`config.mk`:
```
export PLATFORM = sky130hd
export DESIGN_NAME = bcr_top
export DESIGN_NICKNAME = d
export VERILOG_FILES = /design/src/rtl/bcr_pkg.sv /design/src/rtl/bcr_ramp.sv /design/src/rtl/bcr_top.sv
export VERILOG_INCLUDE_DIRS = /design/src /design/src/rtl
export SDC_FILE = /design/constraint.sdc
export NUM_CORES = 1
export LEC_CHECK = 0
export ABC_CLOCK_PERIOD_IN_PS = 37600
export BUFFER_PORTS_ARGS = -buffer_cell sky130_fd_sc_hd__buf_2
export CORE_ASPECT_RATIO = 1.1
export CORE_MARGIN = 1.5
export CORE_UTILIZATION = 50
export DETAILED_ROUTE_END_ITERATION = 8
export PLACE_DENSITY_LB_ADDON = 0.2
export SLEW_MARGIN = 40
export SYNTH_ARGS = -nofsm -noshare
export SYNTH_HDL_FRONTEND = slang
export SYNTH_SLANG_ARGS = --single-unit
```
`constraint.sdc`:
```
create_clock -name ref_clk -period 37.6 [get_ports ref_clk]
set_clock_uncertainty 0.1 [all_clocks]
set_input_delay 3.76 -clock ref_clk [delete_from_list [all_inputs] [get_ports ref_clk]]
set_output_delay 3.76 -clock ref_clk [all_outputs]
set_load 0.05 [all_outputs]
```
`src/rtl/bcr_regs.svh`:
```
// register offsets, field positions, reset values and timing constants of the configuration block
`ifndef BCR_REGS_SVH
`define BCR_REGS_SVH

// ****************************************
// map
// ****************************************
`define BCR_CFG_OFFSET      8'h04
`define BCR_CFG_RESET       16'h08a3
`define BCR_DATA_W          16

// ****************************************
// field positions
// ****************************************
`define BCR_RSVD_HI_BIT     15
`define BCR_PSEUDO_BIT      14
`define BCR_RATE_HI         13
`define BCR_RATE_LO         12
`define BCR_SPAN_HI         11
`define BCR_SPAN_LO         10
`define BCR_SRC_HI          9
`define BCR_SRC_LO          8
`define BCR_RAMP_HI         7
`define BCR_RAMP_LO         5
`define BCR_DITHER_HI       4
`define BCR_DITHER_LO       2
`define BCR_SMOOTH_BIT      1
`define BCR_RSVD_LO_BIT     0

// ****************************************
// ramp timing
// ****************************************
`define BCR_CLK_KHZ         125000
`define BCR_MS_PER_S        1000
`define BCR_CYC_PER_MS      (`BCR_CLK_KHZ * `BCR_MS_PER_S / `BCR_MS_PER_S)
`define BCR_RAMP_MS_1       10'd1
`define BCR_RAMP_MS_2       10'd2
`define BCR_RAMP_MS_3       10'd50
`define BCR_RAMP_MS_4       10'd100
`define BCR_RAMP_MS_5       10'd200
`define BCR_RAMP_MS_6       10'd300
`define BCR_RAMP_MS_7       10'd500
`define BCR_STEP_SHIFT      8
`define BCR_SMOOTH_SHIFT    2
`define BCR_SMOOTH_STRETCH  1

`endif

```
`src/rtl/bcr_pkg.sv`:
```
// types shared by the configuration register and the brightness ramp
package bcr_pkg;

  typedef enum logic [1:0] {
    BCR_RATE_200HZ = 2'b00,
    BCR_RATE_500HZ = 2'b01,
    BCR_RATE_800HZ = 2'b10,
    BCR_RATE_1K2HZ = 2'b11
  } bcr_rate_e;

  typedef enum logic [1:0] {
    BCR_SPAN_3P3 = 2'b00,
    BCR_SPAN_4P3 = 2'b01,
    BCR_SPAN_5P3 = 2'b10,
    BCR_SPAN_7P2 = 2'b11
  } bcr_span_e;

  typedef enum logic [1:0] {
    BCR_SRC_PWM_PIN = 2'b00,
    BCR_SRC_RSVD1   = 2'b01,
    BCR_SRC_REG     = 2'b10,
    BCR_SRC_RSVD3   = 2'b11
  } bcr_src_e;

  typedef enum logic [0:0] {
    BCR_RAMP_IDLE = 1'b0,
    BCR_RAMP_SLEW = 1'b1
  } bcr_ramp_state_e;

  typedef logic [2:0] bcr_code3_t;

endpackage

```
`src/rtl/bcr_ramp.sv`:
```
// brightness sloper: moves the output level toward a new target over the chosen duration, or about twice that with smoothing on
`timescale 1ns/100ps
`include "bcr_regs.svh"

module bcr_ramp #(
  parameter int unsigned CYC_PER_MS = `BCR_CYC_PER_MS
) (
  input  wire logic               ref_clk,
  input  wire logic               nrst,
  input  wire logic [15:0]        target,
  input  wire bcr_pkg::bcr_code3_t ramp_code,
  input  wire logic               smooth_en,
  output logic      [15:0]        level,
  output logic                    busy
);
  import bcr_pkg::*;

  bcr_ramp_state_e state_r, state_nxt;
  logic [31:0]     cnt_r, cnt_nxt;
  logic [15:0]     cur_r, cur_nxt;
  logic [15:0]     step_r, step_nxt;
  logic [15:0]     tgt_r, tgt_nxt;
  logic [15:0]     lvl_r, lvl_nxt;
  logic [31:0]     interval;

  function automatic logic [15:0] absdiff(input logic [15:0] a, input logic [15:0] b);
    absdiff = (a > b) ? a - b : b - a;
  endfunction

  // move a toward b by at most s, never by less than one count
  function automatic logic [15:0] approach(input logic [15:0] a, input logic [15:0] b, input logic [15:0] s);
    logic [15:0] d;
    logic [15:0] m;
    d = absdiff(a, b);
    m = (s == 16'h0000) ? 16'h0001 : s;
    if (d <= m) approach = b;
    else if (b > a) approach = a + m;
    else approach = a - m;
  endfunction

  function automatic logic [9:0] ramp_ms(input bcr_code3_t c);
    case (c)
      3'h1:    ramp_ms = `BCR_RAMP_MS_1;
      3'h2:    ramp_ms = `BCR_RAMP_MS_2;
      3'h3:    ramp_ms = `BCR_RAMP_MS_3;
      3'h4:    ramp_ms = `BCR_RAMP_MS_4;
      3'h5:    ramp_ms = `BCR_RAMP_MS_5;
      3'h6:    ramp_ms = `BCR_RAMP_MS_6;
      3'h7:    ramp_ms = `BCR_RAMP_MS_7;
      default: ramp_ms = 10'h000;
    endcase
  endfunction

  // ****************************************
  // step timing
  // ****************************************
  // full scale change takes 2^shift ticks; smoothing stretches the tick
  always_comb begin
    interval = (32'(ramp_ms(ramp_code)) * 32'(CYC_PER_MS)) >> `BCR_STEP_SHIFT;
    if (smooth_en) interval = interval << `BCR_SMOOTH_STRETCH;
    if (interval == 32'h0) interval = 32'h1;
  end

  // ****************************************
  // slew engine
  // ****************************************
  always_comb begin
    state_nxt = state_r;
    cnt_nxt   = cnt_r;
    cur_nxt   = cur_r;
    step_nxt  = step_r;
    tgt_nxt   = tgt_r;
    lvl_nxt   = lvl_r;
    if (ramp_code == 3'h0) begin
      // sloper off: brightness steps straight to the target
      state_nxt = BCR_RAMP_IDLE;
      cur_nxt   = target;
      tgt_nxt   = target;
      lvl_nxt   = target;
      cnt_nxt   = 32'h0;
    end else if (target != tgt_r) begin
      tgt_nxt   = target;
      step_nxt  = absdiff(target, cur_r) >> `BCR_STEP_SHIFT;
      state_nxt = BCR_RAMP_SLEW;
      cnt_nxt   = 32'h0;
    end else if (state_r == BCR_RAMP_SLEW) begin
      if (cnt_r >= interval - 32'h1) begin
        cnt_nxt = 32'h0;
        cur_nxt = approach(cur_r, tgt_r, step_r);
        if (smooth_en) lvl_nxt = approach(lvl_r, cur_nxt, absdiff(lvl_r, cur_nxt) >> `BCR_SMOOTH_SHIFT);
        else lvl_nxt = cur_nxt;
        if (lvl_nxt == tgt_r) state_nxt = BCR_RAMP_IDLE;
      end else begin
        cnt_nxt = cnt_r + 32'h1;
      end
    end
  end

  always_ff @(posedge ref_clk or negedge nrst) begin
    if (!nrst) begin
      state_r <= BCR_RAMP_IDLE;
      cnt_r   <= 32'h0;
      cur_r   <= 16'h0000;
      step_r  <= 16'h0000;
      tgt_r   <= 16'h0000;
      lvl_r   <= 16'h0000;
    end else begin
      state_r <= state_nxt;
      cnt_r   <= cnt_nxt;
      cur_r   <= cur_nxt;
      step_r  <= step_nxt;
      tgt_r   <= tgt_nxt;
      lvl_r   <= lvl_nxt;
    end
  end

  assign level = lvl_r;
  assign busy  = (state_r == BCR_RAMP_SLEW);

  property p_ramp_no_jump;
    @(posedge ref_clk) disable iff (!nrst)
    (ramp_code != 3'h0 && $past(ramp_code) != 3'h0 && smooth_en == $past(smooth_en))
      |-> absdiff(level, $past(level)) <= ($past(step_r) > 16'h1 ? $past(step_r) : 16'h1) || !$past(busy);
  endproperty
  a_ramp_no_jump: assert property (p_ramp_no_jump) else $error("ramp level moved more than one step");

endmodule

```
`src/rtl/bcr_top.sv`:
```
// brightness and spread configuration register with its brightness sloper
// ****************************************
// ****************************************
`timescale 1ns/100ps
`include "bcr_regs.svh"

module bcr_top #(
  parameter int unsigned CYC_PER_MS = `BCR_CYC_PER_MS
) (
  input  wire logic                ref_clk,
  input  wire logic                nrst,
  input  wire logic                reg_wr,
  input  wire logic                reg_rd,
  input  wire logic [7:0]          reg_addr,
  input  wire logic [15:0]         reg_wdata,
  output logic      [15:0]         reg_rdata,
  output logic                     reg_rvalid,
  input  wire logic [15:0]         pwm_duty,
  input  wire logic [15:0]         register_brightness_value,
  output logic                     spread_pseudo_en,
  output bcr_pkg::bcr_rate_e       spread_modulation_rate,
  output bcr_pkg::bcr_span_e       spread_span,
  output bcr_pkg::bcr_src_e        brightness_source_select,
  output bcr_pkg::bcr_code3_t      ramp_duration,
  output bcr_pkg::bcr_code3_t      dither_depth,
  output logic                     smoothed_ramp_enable,
  output logic                     source_reserved,
  output logic      [15:0]         effective_brightness,
  output logic                     ramp_busy
);
  import bcr_pkg::*;

  logic [15:0] cfg_r, cfg_nxt;
  logic [15:0] rdata_r, rdata_nxt;
  logic        rvalid_r, rvalid_nxt;
  logic [15:0] target;
  logic        cfg_hit;

  function automatic logic addr_hit(input logic [7:0] a);
    addr_hit = (a == `BCR_CFG_OFFSET);
  endfunction

  // ****************************************
  // register access
  // ****************************************
  assign cfg_hit = addr_hit(reg_addr);

  // all sixteen bits stored as written, reserved ones included
  always_comb begin
    cfg_nxt = cfg_r;
    if (reg_wr && cfg_hit) cfg_nxt = reg_wdata;
  end

  // unmapped reads answer zero; a read in a write cycle sees the old value
  always_comb begin
    rdata_nxt  = rdata_r;
    rvalid_nxt = reg_rd;
    if (reg_rd) begin
      if (cfg_hit) rdata_nxt = cfg_r;
      else rdata_nxt = 16'h0000;
    end
  end

  always_ff @(posedge ref_clk or negedge nrst) begin
    if (!nrst) begin
      cfg_r    <= `BCR_CFG_RESET;
      rdata_r  <= 16'h0000;
      rvalid_r <= 1'b0;
    end else begin
      cfg_r    <= cfg_nxt;
      rdata_r  <= rdata_nxt;
      rvalid_r <= rvalid_nxt;
    end
  end

  assign reg_rdata  = rdata_r;
  assign reg_rvalid = rvalid_r;

  // ****************************************
  // field decode
  // ****************************************
  assign spread_pseudo_en         = cfg_r[`BCR_PSEUDO_BIT];
  assign spread_modulation_rate   = bcr_rate_e'(cfg_r[`BCR_RATE_HI:`BCR_RATE_LO]);
  assign spread_span              = bcr_span_e'(cfg_r[`BCR_SPAN_HI:`BCR_SPAN_LO]);
  assign brightness_source_select = bcr_src_e'(cfg_r[`BCR_SRC_HI:`BCR_SRC_LO]);
  assign ramp_duration            = cfg_r[`BCR_RAMP_HI:`BCR_RAMP_LO];
  assign dither_depth             = cfg_r[`BCR_DITHER_HI:`BCR_DITHER_LO];
  assign smoothed_ramp_enable     = cfg_r[`BCR_SMOOTH_BIT];

  // ****************************************
  // brightness source
  // ****************************************
  // reserved source codes fall back to the pin so the panel never goes dark
  always_comb begin
    if (brightness_source_select == BCR_SRC_REG) target = register_brightness_value;
    else target = pwm_duty;
  end

  assign source_reserved = (brightness_source_select == BCR_SRC_RSVD1) ||
                           (brightness_source_select == BCR_SRC_RSVD3);

  // ****************************************
  // sloper
  // ****************************************
  // 1 and 2 ms with smoothing still run, only with a longer, softer glide
  bcr_ramp #(
    .CYC_PER_MS (CYC_PER_MS)
  ) u_ramp (
    .ref_clk    (ref_clk),
    .nrst       (nrst),
    .target     (target),
    .ramp_code  (ramp_duration),
    .smooth_en  (smoothed_ramp_enable),
    .level      (effective_brightness),
    .busy       (ramp_busy)
  );

  // ****************************************
  // checks
  // ****************************************
  property p_reset_value;
    @(posedge ref_clk) $rose(nrst) |-> cfg_r == `BCR_CFG_RESET && !smoothed_ramp_enable == 1'b0;
  endproperty
  a_reset_value: assert property (p_reset_value) else $error("config not at reset value");

  property p_write_lands;
    @(posedge ref_clk) disable iff (!nrst)
    (reg_wr && reg_addr == `BCR_CFG_OFFSET) |=> cfg_r == $past(reg_wdata);
  endproperty
  a_write_lands: assert property (p_write_lands) else $error("write to config not stored");

  property p_stray_write;
    @(posedge ref_clk) disable iff (!nrst)
    !(reg_wr && reg_addr == `BCR_CFG_OFFSET) |=> $stable(cfg_r);
  endproperty
  a_stray_write: assert property (p_stray_write) else $error("config changed without a write");

  property p_read_back;
    @(posedge ref_clk) disable iff (!nrst)
    reg_rd |=> reg_rvalid && reg_rdata == (($past(reg_addr) == `BCR_CFG_OFFSET) ? $past(cfg_r) : 16'h0000);
  endproperty
  a_read_back: assert property (p_read_back) else $error("read data wrong");

  property p_pseudo;
    @(posedge ref_clk) disable iff (!nrst)
    (reg_wr && reg_addr == `BCR_CFG_OFFSET) |=> spread_pseudo_en == $past(reg_wdata[`BCR_PSEUDO_BIT]);
  endproperty
  a_pseudo: assert property (p_pseudo) else $error("pseudo spread enable wrong");

  property p_rate_span;
    @(posedge ref_clk) disable iff (!nrst)
    (reg_wr && reg_addr == `BCR_CFG_OFFSET) |=>
      spread_modulation_rate == $past(reg_wdata[`BCR_RATE_HI:`BCR_RATE_LO]) &&
      spread_span == $past(reg_wdata[`BCR_SPAN_HI:`BCR_SPAN_LO]);
  endproperty
  a_rate_span: assert property (p_rate_span) else $error("spread rate or span wrong");

  property p_dither_smooth;
    @(posedge ref_clk) disable iff (!nrst)
    (reg_wr && reg_addr == `BCR_CFG_OFFSET) |=>
      dither_depth == $past(reg_wdata[`BCR_DITHER_HI:`BCR_DITHER_LO]) &&
      smoothed_ramp_enable == $past(reg_wdata[`BCR_SMOOTH_BIT]) &&
      ramp_duration == $past(reg_wdata[`BCR_RAMP_HI:`BCR_RAMP_LO]);
  endproperty
  a_dither_smooth: assert property (p_dither_smooth) else $error("dither, ramp or smoothing field wrong");

  property p_source;
    @(posedge ref_clk) disable iff (!nrst)
    (ramp_duration == 3'h0 && $stable(target)) ##1 (ramp_duration == 3'h0) |->
      effective_brightness == ((brightness_source_select == BCR_SRC_REG) ? register_brightness_value : pwm_duty) ||
      !$stable(target);
  endproperty
  a_source: assert property (p_source) else $error("brightness source not followed");

  // a glide must start on the very next edge, before any tick can move the level
  property p_glide;
    @(posedge ref_clk) disable iff (!nrst)
    (ramp_duration != 3'h0 && !ramp_busy && $stable(ramp_duration) && $changed(target)) |=> ramp_busy;
  endproperty
  a_glide: assert property (p_glide) else $error("sloper did not start a glide");

  // an idle sloper with a steady target must never creep
  property p_idle_holds;
    @(posedge ref_clk) disable iff (!nrst)
    (!ramp_busy && ramp_duration != 3'h0 && $stable(target)) |=> $stable(effective_brightness);
  endproperty
  a_idle_holds: assert property (p_idle_holds) else $error("brightness moved while sloper idle");

  property p_sloper_off;
    @(posedge ref_clk) disable iff (!nrst)
    ramp_duration == 3'h0 |=> !ramp_busy && effective_brightness == $past(target);
  endproperty
  a_sloper_off: assert property (p_sloper_off) else $error("disabled sloper did not follow target");

  property p_busy_needs_ramp;
    @(posedge ref_clk) disable iff (!nrst)
    ramp_busy |-> $past(ramp_duration) != 3'h0;
  endproperty
  a_busy_needs_ramp: assert property (p_busy_needs_ramp) else $error("glide running with sloper off");

  // read data is held so a slow host can still pick it up late
  property p_rdata_hold;
    @(posedge ref_clk) disable iff (!nrst)
    !reg_rd |=> $stable(reg_rdata) && !reg_rvalid;
  endproperty
  a_rdata_hold: assert property (p_rdata_hold) else $error("read data moved without a read");

endmodule

```
==> reports/metrics.cfg, run 1 <==
[sta]
period_minus_slack_ns=15.40
max_slew.worst_pin.slew_ns=0.792
relSlewSlack_pct=47.2
fin_crit_sh_pct=41.0
rsz0062_at_grt=false
fmax_ghz=0.0649
finalSetupViolations=0
tns_ns=0
slew_viol_final=0
hold_violations=0

[critical_path]
critical_path_class=reg -> reg
arrival_ns=15.62
end_kind=flop
crit_required_ns=37.82
startpoint=u_ramp.tgt_r[0]
crit_slowest_cell=nand2_1
r2r_start=u_ramp.tgt_r[0]
crit_path_max_fanout=21
max_stage_delay_ns=0.58
cp-start-kind=flop

[yosys]
synth_simple_gate_area_share_pct=19.1
synth_compound_area_share_pct=24.2
synthXorXnorAreaFrac_pct=6.66
synth_mux_area_share_pct=5.22
ys.warnings.count=0
synth.avg_cell_area_um2=7.78
postSynthCellCount=2114
synth_top_family_by_area=compound AO/OA/AOI/OAI gates
synthesis.area_um2=16400
synth_edf_count=0
yosysSeqAreaShare_pct=18.6
ys_seq_elements=122
synth_ff_type=dfrtp_1
synth_adder_area_share_pct=19.3
synth.distinct_cells=93
ys_async_sr_fraction_pct=100

[cells_and_area]
diodes=0
final_layout_size_suffix_gt1_share_pct=11.3
layout_commonest_cell=ha_1
nets=2465
final_cell_mix=ha_1 (225), nand2_1 (192), inv_1 (185)
syn2layout_area_growth_pct=8.25

[detailed_routing]
drt_pass1_iterations=9
ant_nets=0
wirelength_um=54200
drtIter0Drc=1616
wl_per_cell_um=20.8
vias=16000
drc=4
avgViaCountPerCell=6.17

[die]
dieHeight_um=193
dieArea_um2=34000
rows=69
coreArea_um2=32400
die_w_um=176
io_pins=109
start_util_pct=50.8

[grt]
grt_max_degree=70
grt_pass1_vias=15400
grt_remaining_overflow=0
grt_pass1_wl_um=85100
grt_antenna_before_repair=1
track_usage_pct=31.8

[cts]
hold_buffers=0
cts_htree_levels=4
cts.path.max_buffers=2
root_buffer=clkbuf_16
numClockSinks=122
clkTransAtPathRegs_ns=0.07
ctsResizeCount=0
postCtsSetupBuffers=0
clk_latency_ns=0.45
cts_buffers=17
cts_tree=done

[outcome]
outcome=finished with violations
violations=design-rule violations

[min_path]
hp-start=cfg_r[15]
holdCritPathClass=reg -> reg

[placement]
place_congestion=1.04
hpwlAfterDp_um=42900
port_buffers=108

[flow_run]
maxCapViolations=0

## per-stage QoR
| stage | utilization [%] | std cells | worst slack (ns) | hold slack [ns] | cell area [um2] |
|---|---|---|---|---|---|
| global route | 55.0 | 2601 | 21.20 | 0.425 | 17800 |
| finish | 55.0 | 2601 | 22.20 | 0.409 | 17800 |
| floorplan | - | 2121 | 25.69 | 0.350 | 16500 |
| detailed placement | 53.2 | 2569 | 22.70 | 0.393 | 17200 |
| global placement | 53.1 | 2568 | 22.96 | 0.391 | 17200 |
| CTS | 55.0 | 2601 | 22.63 | 0.408 | 17800 |
## worst paths after layout
check	endpoint	slack, ns	cells past startpoint
setup / recovery	u_ramp.busy	22.20	60
hold / removal	cfg_r[15]	0.41	1
setup reg to reg	u_ramp.busy	22.20	60
hold reg to reg	cfg_r[15]	0.41	1
max in group asynchronous	u_ramp.cur_r[15]	33.16	2
min in group asynchronous	reg_rdata[10]	3.25	1
## area by class of cell
class                   instances  area [um2]
repair buffers                117         616
clock buffers                  18         429
inverters                     186         698
flip-flops and latches        122        3060
clock inverters                14         141
fillers                      3131       14600
well taps                     426         533
multi-input cells            1718       12300
## cells in the mapped netlist, types with 13 or more instances
library cell  number  area, um2
xnor2_1           88        771
or2_2             15       93.8
nand2_1          192        721
a21oi_1          166        831
mux2i_1           34        340
and2_1            23        144
o21ai_0          152        761
o211ai_1          26        195
ha_1             225       2820
and3_1            23        144
nor2_1           155        582
nor3_1            42        210
nor2b_1           36        225
dfrtp_1          117       2930
inv_1            185        694
o22ai_1           22        138
or3_1             13       81.3
buf_4             15        113
clkbuf_1          67        251
xor2_1            37        324
mux2_2            46        518
nand4_1           32        200
nand3_1           50        250
nand2b_1          24        150
o21a_1            15        113
o31ai_1           15        113
a21o_1            55        413
a211oi_1          17        128
a31oi_1           19        119
fa_1              18        360
## cells by family (layout without fill, tap and decap cells)
kind of cell | after synthesis | after routing
adders and majority gates | 243 | 243
muxes | 80 | 80
and+or+nand+nor | 648 | 648
DFF | 122 | 122
other | 1 | 8
xor gates and xnor gates | 125 | 125
buffers and inverters | 281 | 335
AOI/OAI and AO/OA | 614 | 614
## metal layers
metal  vias to the layer above  wire (um)  global-route usage, %  part of all wire [%]
met5                         -         15                      0                 0.028
met4                         2       2440                   12.7                   4.5
met3                       163       3220                   4.56                   5.9
met2                       644      26200                   54.6                    48
met1                      7594      22300                   39.9                    41
li1                       7634          -                      -                     -
## registers in the layout (all words and copies together), names as in the netlist
signal / flops
cfg_r: 16
reg_rdata: 16
reg_rvalid: 1
u_ramp.busy: 1
u_ramp.cnt_r: 32
u_ramp.cur_r: 16
u_ramp.level: 16
u_ramp.step_r: 8
u_ramp.tgt_r: 16
## worst max-delay path, delay by kind of cell, from the launching register on
family          cells  cell delay (ns)
compound gates     29             7.39
simple gates       16             3.48
fa+ha+maj           6             2.04
xor+xnor            3             0.66
buf+inv             5             0.61
flops               1             0.54
mux                 1             0.44
Power of run 1 is not shown: default switching activity piles up to over one toggle a cycle in this logic, so the estimate is an artifact.
==> run 2, diff against run 1 <==
ABC_CLOCK_PERIOD_IN_PS = 15810   (was 37600)
clock period = 15.81 ns   (was 37.6 ns; I/O delays follow)
==> run 2 against run 1 <==
Against the previous run: the run now ends clean; critical path depth decreased by 1; critical path type unchanged; register-to-register slack got worse by 21 ns; count of clock-buffer cells in the layout stayed put; largest cell class unchanged; cell count increased by 0.15%.
==> reports/metrics.cfg, run 2 (synthesis results as in run 1) <==
[outcome]
outcome=completed

[sta]
tns_ns=0  ; unchanged
finalSetupViolations=0  ; unchanged
hold_violations=0  ; unchanged
slew_viol_final=0  ; unchanged
fin_crit_sh_pct=92.6  ; +52 points
max_slew.worst_pin.slew_ns=0.801  ; +0.00844 ns
period_minus_slack_ns=14.64  ; -0.755 ns
rsz0062_at_grt=false
relSlewSlack_pct=46.5  ; -0.69 points
fmax_ghz=0.0683  ; +5.2%

[grt]
grt_pass1_vias=15500  ; +0.67%
track_usage_pct=32.0  ; +0.20 points
grt_max_degree=67  ; -4.3%
grt_remaining_overflow=0  ; unchanged
grt_antenna_before_repair=0  ; -1
grt_pass1_wl_um=85600  ; +0.62%

[placement]
port_buffers=108  ; unchanged
place_congestion=1.02  ; -1.5%
hpwlAfterDp_um=43200  ; +0.61%

[die]
die_w_um=176  ; unchanged
start_util_pct=50.8  ; unchanged
dieArea_um2=34000  ; unchanged
dieHeight_um=193  ; unchanged
io_pins=109  ; unchanged
rows=69  ; unchanged
coreArea_um2=32400  ; unchanged

[critical_path]
arrival_ns=14.87  ; -0.75 ns
end_kind=flop
crit_path_max_fanout=21  ; unchanged
max_stage_delay_ns=0.63  ; +0.05 ns
regToRegSetupSlack_ns=1.17  ; -21.03 ns
r2r_start=u_ramp.tgt_r[7]
r2r-end=u_ramp.busy
crit_slowest_cell=ha_1
crit_buf_inv=4  ; -1
cp-start-kind=flop
critical_path_class=reg -> reg
crit_required_ns=16.04  ; -21.78 ns
path_delay_family=compound AO/OA/AOI/OAI gates
cp_num_cells=59  ; -1.7%
reg2reg_depth=59  ; -1.7%

[min_path]
holdPathStages=1  ; unchanged
holdPathEnd=cfg_r[15]
hp-start=cfg_r[15]
holdCritPathClass=reg -> reg

[cts]
cts_tree=done
ctsResizeCount=0  ; unchanged
clk_latency_ns=0.45  ; about the same
clkTransAtPathRegs_ns=0.07  ; about the same
hold_buffers=0  ; unchanged
cts_htree_levels=4  ; unchanged
postCtsSetupBuffers=0  ; unchanged
cts.path.max_buffers=2  ; unchanged
root_buffer=clkbuf_16
numClockSinks=122  ; unchanged
cts_buffers=17  ; unchanged

[detailed_routing]
vias=16100  ; +0.21%
wirelength_um=54600  ; +0.74%
drc=0  ; -4
drtIter0Drc=1365  ; -16%
wl_per_cell_um=20.9  ; +0.59%
ant_nets=0  ; unchanged
drt_pass1_iterations=6  ; -3
avgViaCountPerCell=6.17  ; about the same

[flow_run]
maxCapViolations=0  ; unchanged

[cells_and_area]
diodes=0  ; unchanged
top_register=u_ramp.cnt_r
syn2layout_area_growth_pct=8.42
final_layout_size_suffix_gt1_share_pct=11.5  ; +0.16 points
fillers=3098  ; -1.1%
final_cell_mix=ha_1 (225), nand2_1 (192), inv_1 (185)
layout_commonest_cell=ha_1
largest_reg_flops=32  ; unchanged
nets=2469  ; +0.16%

## run 2: routing by layer
layer	wire length [um]	global-route usage, %	up-vias
li1	-	-	7636
met1	22700	39.5	7755
met2	27100	56.3	554
met3	2900	4.70	125
met4	1870	11.1	0
met5	0	0	-
## run 2: layout make-up
type | count | area [um2] | area share [%]
well taps | 426 | 533 | 2.99
inverters | 186 | 698 | 3.91
clock inverters | 14 | 136 | 0.765
multi-input cells | 1718 | 12300 | 69.1
repair buffers | 121 | 648 | 3.63
clock buffers | 18 | 429 | 2.41
flip-flops and latches | 122 | 3060 | 17.2
## run 2: worst max path at each step
| stage | from | slack [ns] | endpoint |
|---|---|---|---|
| after floorplan | u_ramp.tgt_r[2] | 3.90 | u_ramp.busy |
| after global placement | u_ramp.tgt_r[0] | 2.00 | u_ramp.busy |
| after detailed placement | u_ramp.tgt_r[7] | 1.57 | u_ramp.busy |
| after CTS | u_ramp.tgt_r[9] | 1.52 | u_ramp.busy |
| after global routing | u_ramp.tgt_r[7] | 0.08 | u_ramp.busy |
| final | u_ramp.tgt_r[7] | 1.17 | u_ramp.busy |
## run 2: metrics by stage
| step | worst slack (ns) | utilization (%) | hold slack [ns] | cell area (um2) | std cells |
|---|---|---|---|---|---|
| 2_1_floorplan | 3.90 | - | 0.350 | 16500 | 2121 |
| 3_3_place_gp | 2.00 | 53.2 | 0.390 | 17200 | 2573 |
| 3_5_place_dp | 1.57 | 53.3 | 0.393 | 17300 | 2573 |
| 4_1_cts | 1.52 | 55.0 | 0.408 | 17800 | 2605 |
| 5_1_grt | 0.0796 | 55.1 | 0.435 | 17800 | 2605 |
| 6_report | 1.17 | 55.1 | 0.405 | 17800 | 2605 |
Power of run 2 is left out for the same reason.
==> run 3, diff against run 2 <==
CORE_UTILIZATION = 37   (was 50)
PLACE_DENSITY_LB_ADDON = not set   (was 0.2)
==> run 3 against run 2 <==
Against the previous run: critical path depth unchanged; sequential share of layout area down 0.25 points; fmax rose by 2.1%; worst hold slack better by 0.0065 ns; count of clock-buffer cells in the layout down 1; final area up 1.5%; highest routed layer unchanged.
==> reports/metrics.cfg, run 3 (synthesis results as in run 1) <==
[outcome]
outcome=completed

[cts]
cts.path.max_buffers=2  ; unchanged
ctsResizeCount=0  ; unchanged
cts_tree=done
cts_htree_levels=4  ; unchanged
cts_buffers=17  ; unchanged
clkTransAtPathRegs_ns=0.07  ; about the same
clk_latency_ns=0.47  ; +0.02 ns
hold_buffers=0  ; unchanged
numClockSinks=122  ; unchanged
root_buffer=clkbuf_16
postCtsSetupBuffers=0  ; unchanged

[critical_path]
r2r-end=u_ramp.busy
crit_slowest_cell=ha_1
end_kind=flop
cp-start-kind=flop
arrival_ns=14.59  ; -0.28 ns
crit_required_ns=16.06  ; +0.02 ns
r2r_start=u_ramp.tgt_r[9]
critical_path_class=reg -> reg
max_stage_delay_ns=0.73  ; +0.10 ns
crit_path_max_fanout=21  ; unchanged
reg2reg_depth=59  ; unchanged
regToRegSetupSlack_ns=1.47  ; +0.30 ns

[die]
dieArea_um2=45700  ; +35%
die_w_um=204  ; +16%
io_pins=109  ; unchanged
dieHeight_um=224  ; +16%
coreArea_um2=43600  ; +35%
rows=80  ; +16%
start_util_pct=37.7  ; -13 points

[grt]
grt_remaining_overflow=0  ; unchanged
grt_max_degree=64  ; -4.5%
track_usage_pct=24.6  ; -7.4 points
grt_antenna_before_repair=0  ; unchanged
grt_pass1_vias=15300  ; -1.4%
grt_pass1_wl_um=86900  ; +1.6%

[sta]
period_minus_slack_ns=14.34  ; -0.303 ns
finalSetupViolations=0  ; unchanged
slew_viol_final=0  ; unchanged
fin_crit_sh_pct=90.7  ; -1.9 points
fmax_ghz=0.0697  ; +2.1%
max_slew.worst_pin.slew_ns=0.779  ; -0.0219 ns
hold_violations=0  ; unchanged
rsz0062_at_grt=false
tns_ns=0  ; unchanged
relSlewSlack_pct=47.9  ; +1.5 points

[detailed_routing]
wl_per_cell_um=20.2  ; -3.5%
vias=15800  ; -1.6%
drc=0  ; unchanged
drt_pass1_iterations=6  ; unchanged
drtIter0Drc=1108  ; -19%
wirelength_um=55700  ; +2.1%
avgViaCountPerCell=5.74  ; -7.0%
ant_nets=0  ; unchanged

[cells_and_area]
final_layout_size_suffix_gt1_share_pct=11.6  ; +0.17 points
fillers=4502  ; +45%
final_cell_mix=ha_1 (225), nand2_1 (192), inv_1 (185)
nets=2472  ; +0.12%
layout_commonest_cell=ha_1
regArea_um2=3060  ; unchanged
top_register=u_ramp.cnt_r
diodes=0  ; unchanged
largest_reg_flops=32  ; unchanged
multi_input_area_um2=12300  ; unchanged
syn2layout_area_growth_pct=10.0

[flow_run]
maxCapViolations=0  ; unchanged

[min_path]
holdPathEnd=reg_rdata[0]
hp-start=cfg_r[0]
holdCritPathClass=reg -> reg
holdPathStages=2  ; +1

[placement]
hpwlAfterDp_um=44400  ; +2.8%
port_buffers=108  ; unchanged
place_congestion=0.969  ; -5.1%

-- run 3: cell type report --
type / instances / share of cell area [%]
multi-input cells: 1718 / 68.1
flip-flops and latches: 122 / 16.9
well taps: 574 / 3.97
inverters: 186 / 3.86
repair buffers: 124 / 3.82
clock buffers: 17 / 2.35
clock inverters: 15 / 0.989
-- run 3: metrics by stage --
| stage | hold WS (ns) | setup slack (ns) | cells | instance area (um2) | util, % |
|---|---|---|---|---|---|
| 2_1_floorplan | 0.350 | 3.90 | 2121 | 16500 | - |
| 3_3_place_gp | 0.392 | 2.12 | 2723 | 17400 | 40.0 |
| 3_5_place_dp | 0.399 | 1.72 | 2724 | 17500 | 40.1 |
| 4_1_cts | 0.410 | 1.70 | 2756 | 18100 | 41.4 |
| 5_1_grt | 0.421 | 0.334 | 2756 | 18100 | 41.5 |
| 6_report | 0.411 | 1.47 | 2756 | 18100 | 41.5 |
-- run 3: worst max-delay path: cells and delay by family, from the launching register on --
| kind | cells | cell delay (ns) |
|---|---|---|
| buf+inv | 4 | 0.34 |
| xor+xnor | 3 | 0.54 |
| simple gates | 17 | 3.65 |
| mux | 1 | 0.42 |
| fa+ha+maj | 5 | 2.11 |
| compound gates | 29 | 6.67 |
| flops | 1 | 0.37 |
-- run 3: layer usage --
metal	part of all wire (%)	GRT usage [%]	up-vias	wire length [um]
met4	3.9	10.4	0	2150
li1	-	-	7639	-
met2	49	42.5	472	27200
met1	42	30.4	7589	23600
met3	4.9	3.52	116	2730
met5	0	0	-	0
-- run 3: worst max-delay path by stage --
stage	depth (start not counted)	start	slack, ns	end
2_1_floorplan	59	u_ramp.tgt_r[2]	3.90	u_ramp.busy
3_3_place_gp	58	u_ramp.tgt_r[12]	2.12	u_ramp.busy
3_5_place_dp	56	u_ramp.tgt_r[9]	1.72	u_ramp.busy
4_1_cts	56	u_ramp.tgt_r[9]	1.70	u_ramp.busy
5_1_grt	59	u_ramp.tgt_r[7]	0.33	u_ramp.busy
6_report	59	u_ramp.tgt_r[9]	1.47	u_ramp.busy
Power of run 3 is left out for the same reason.
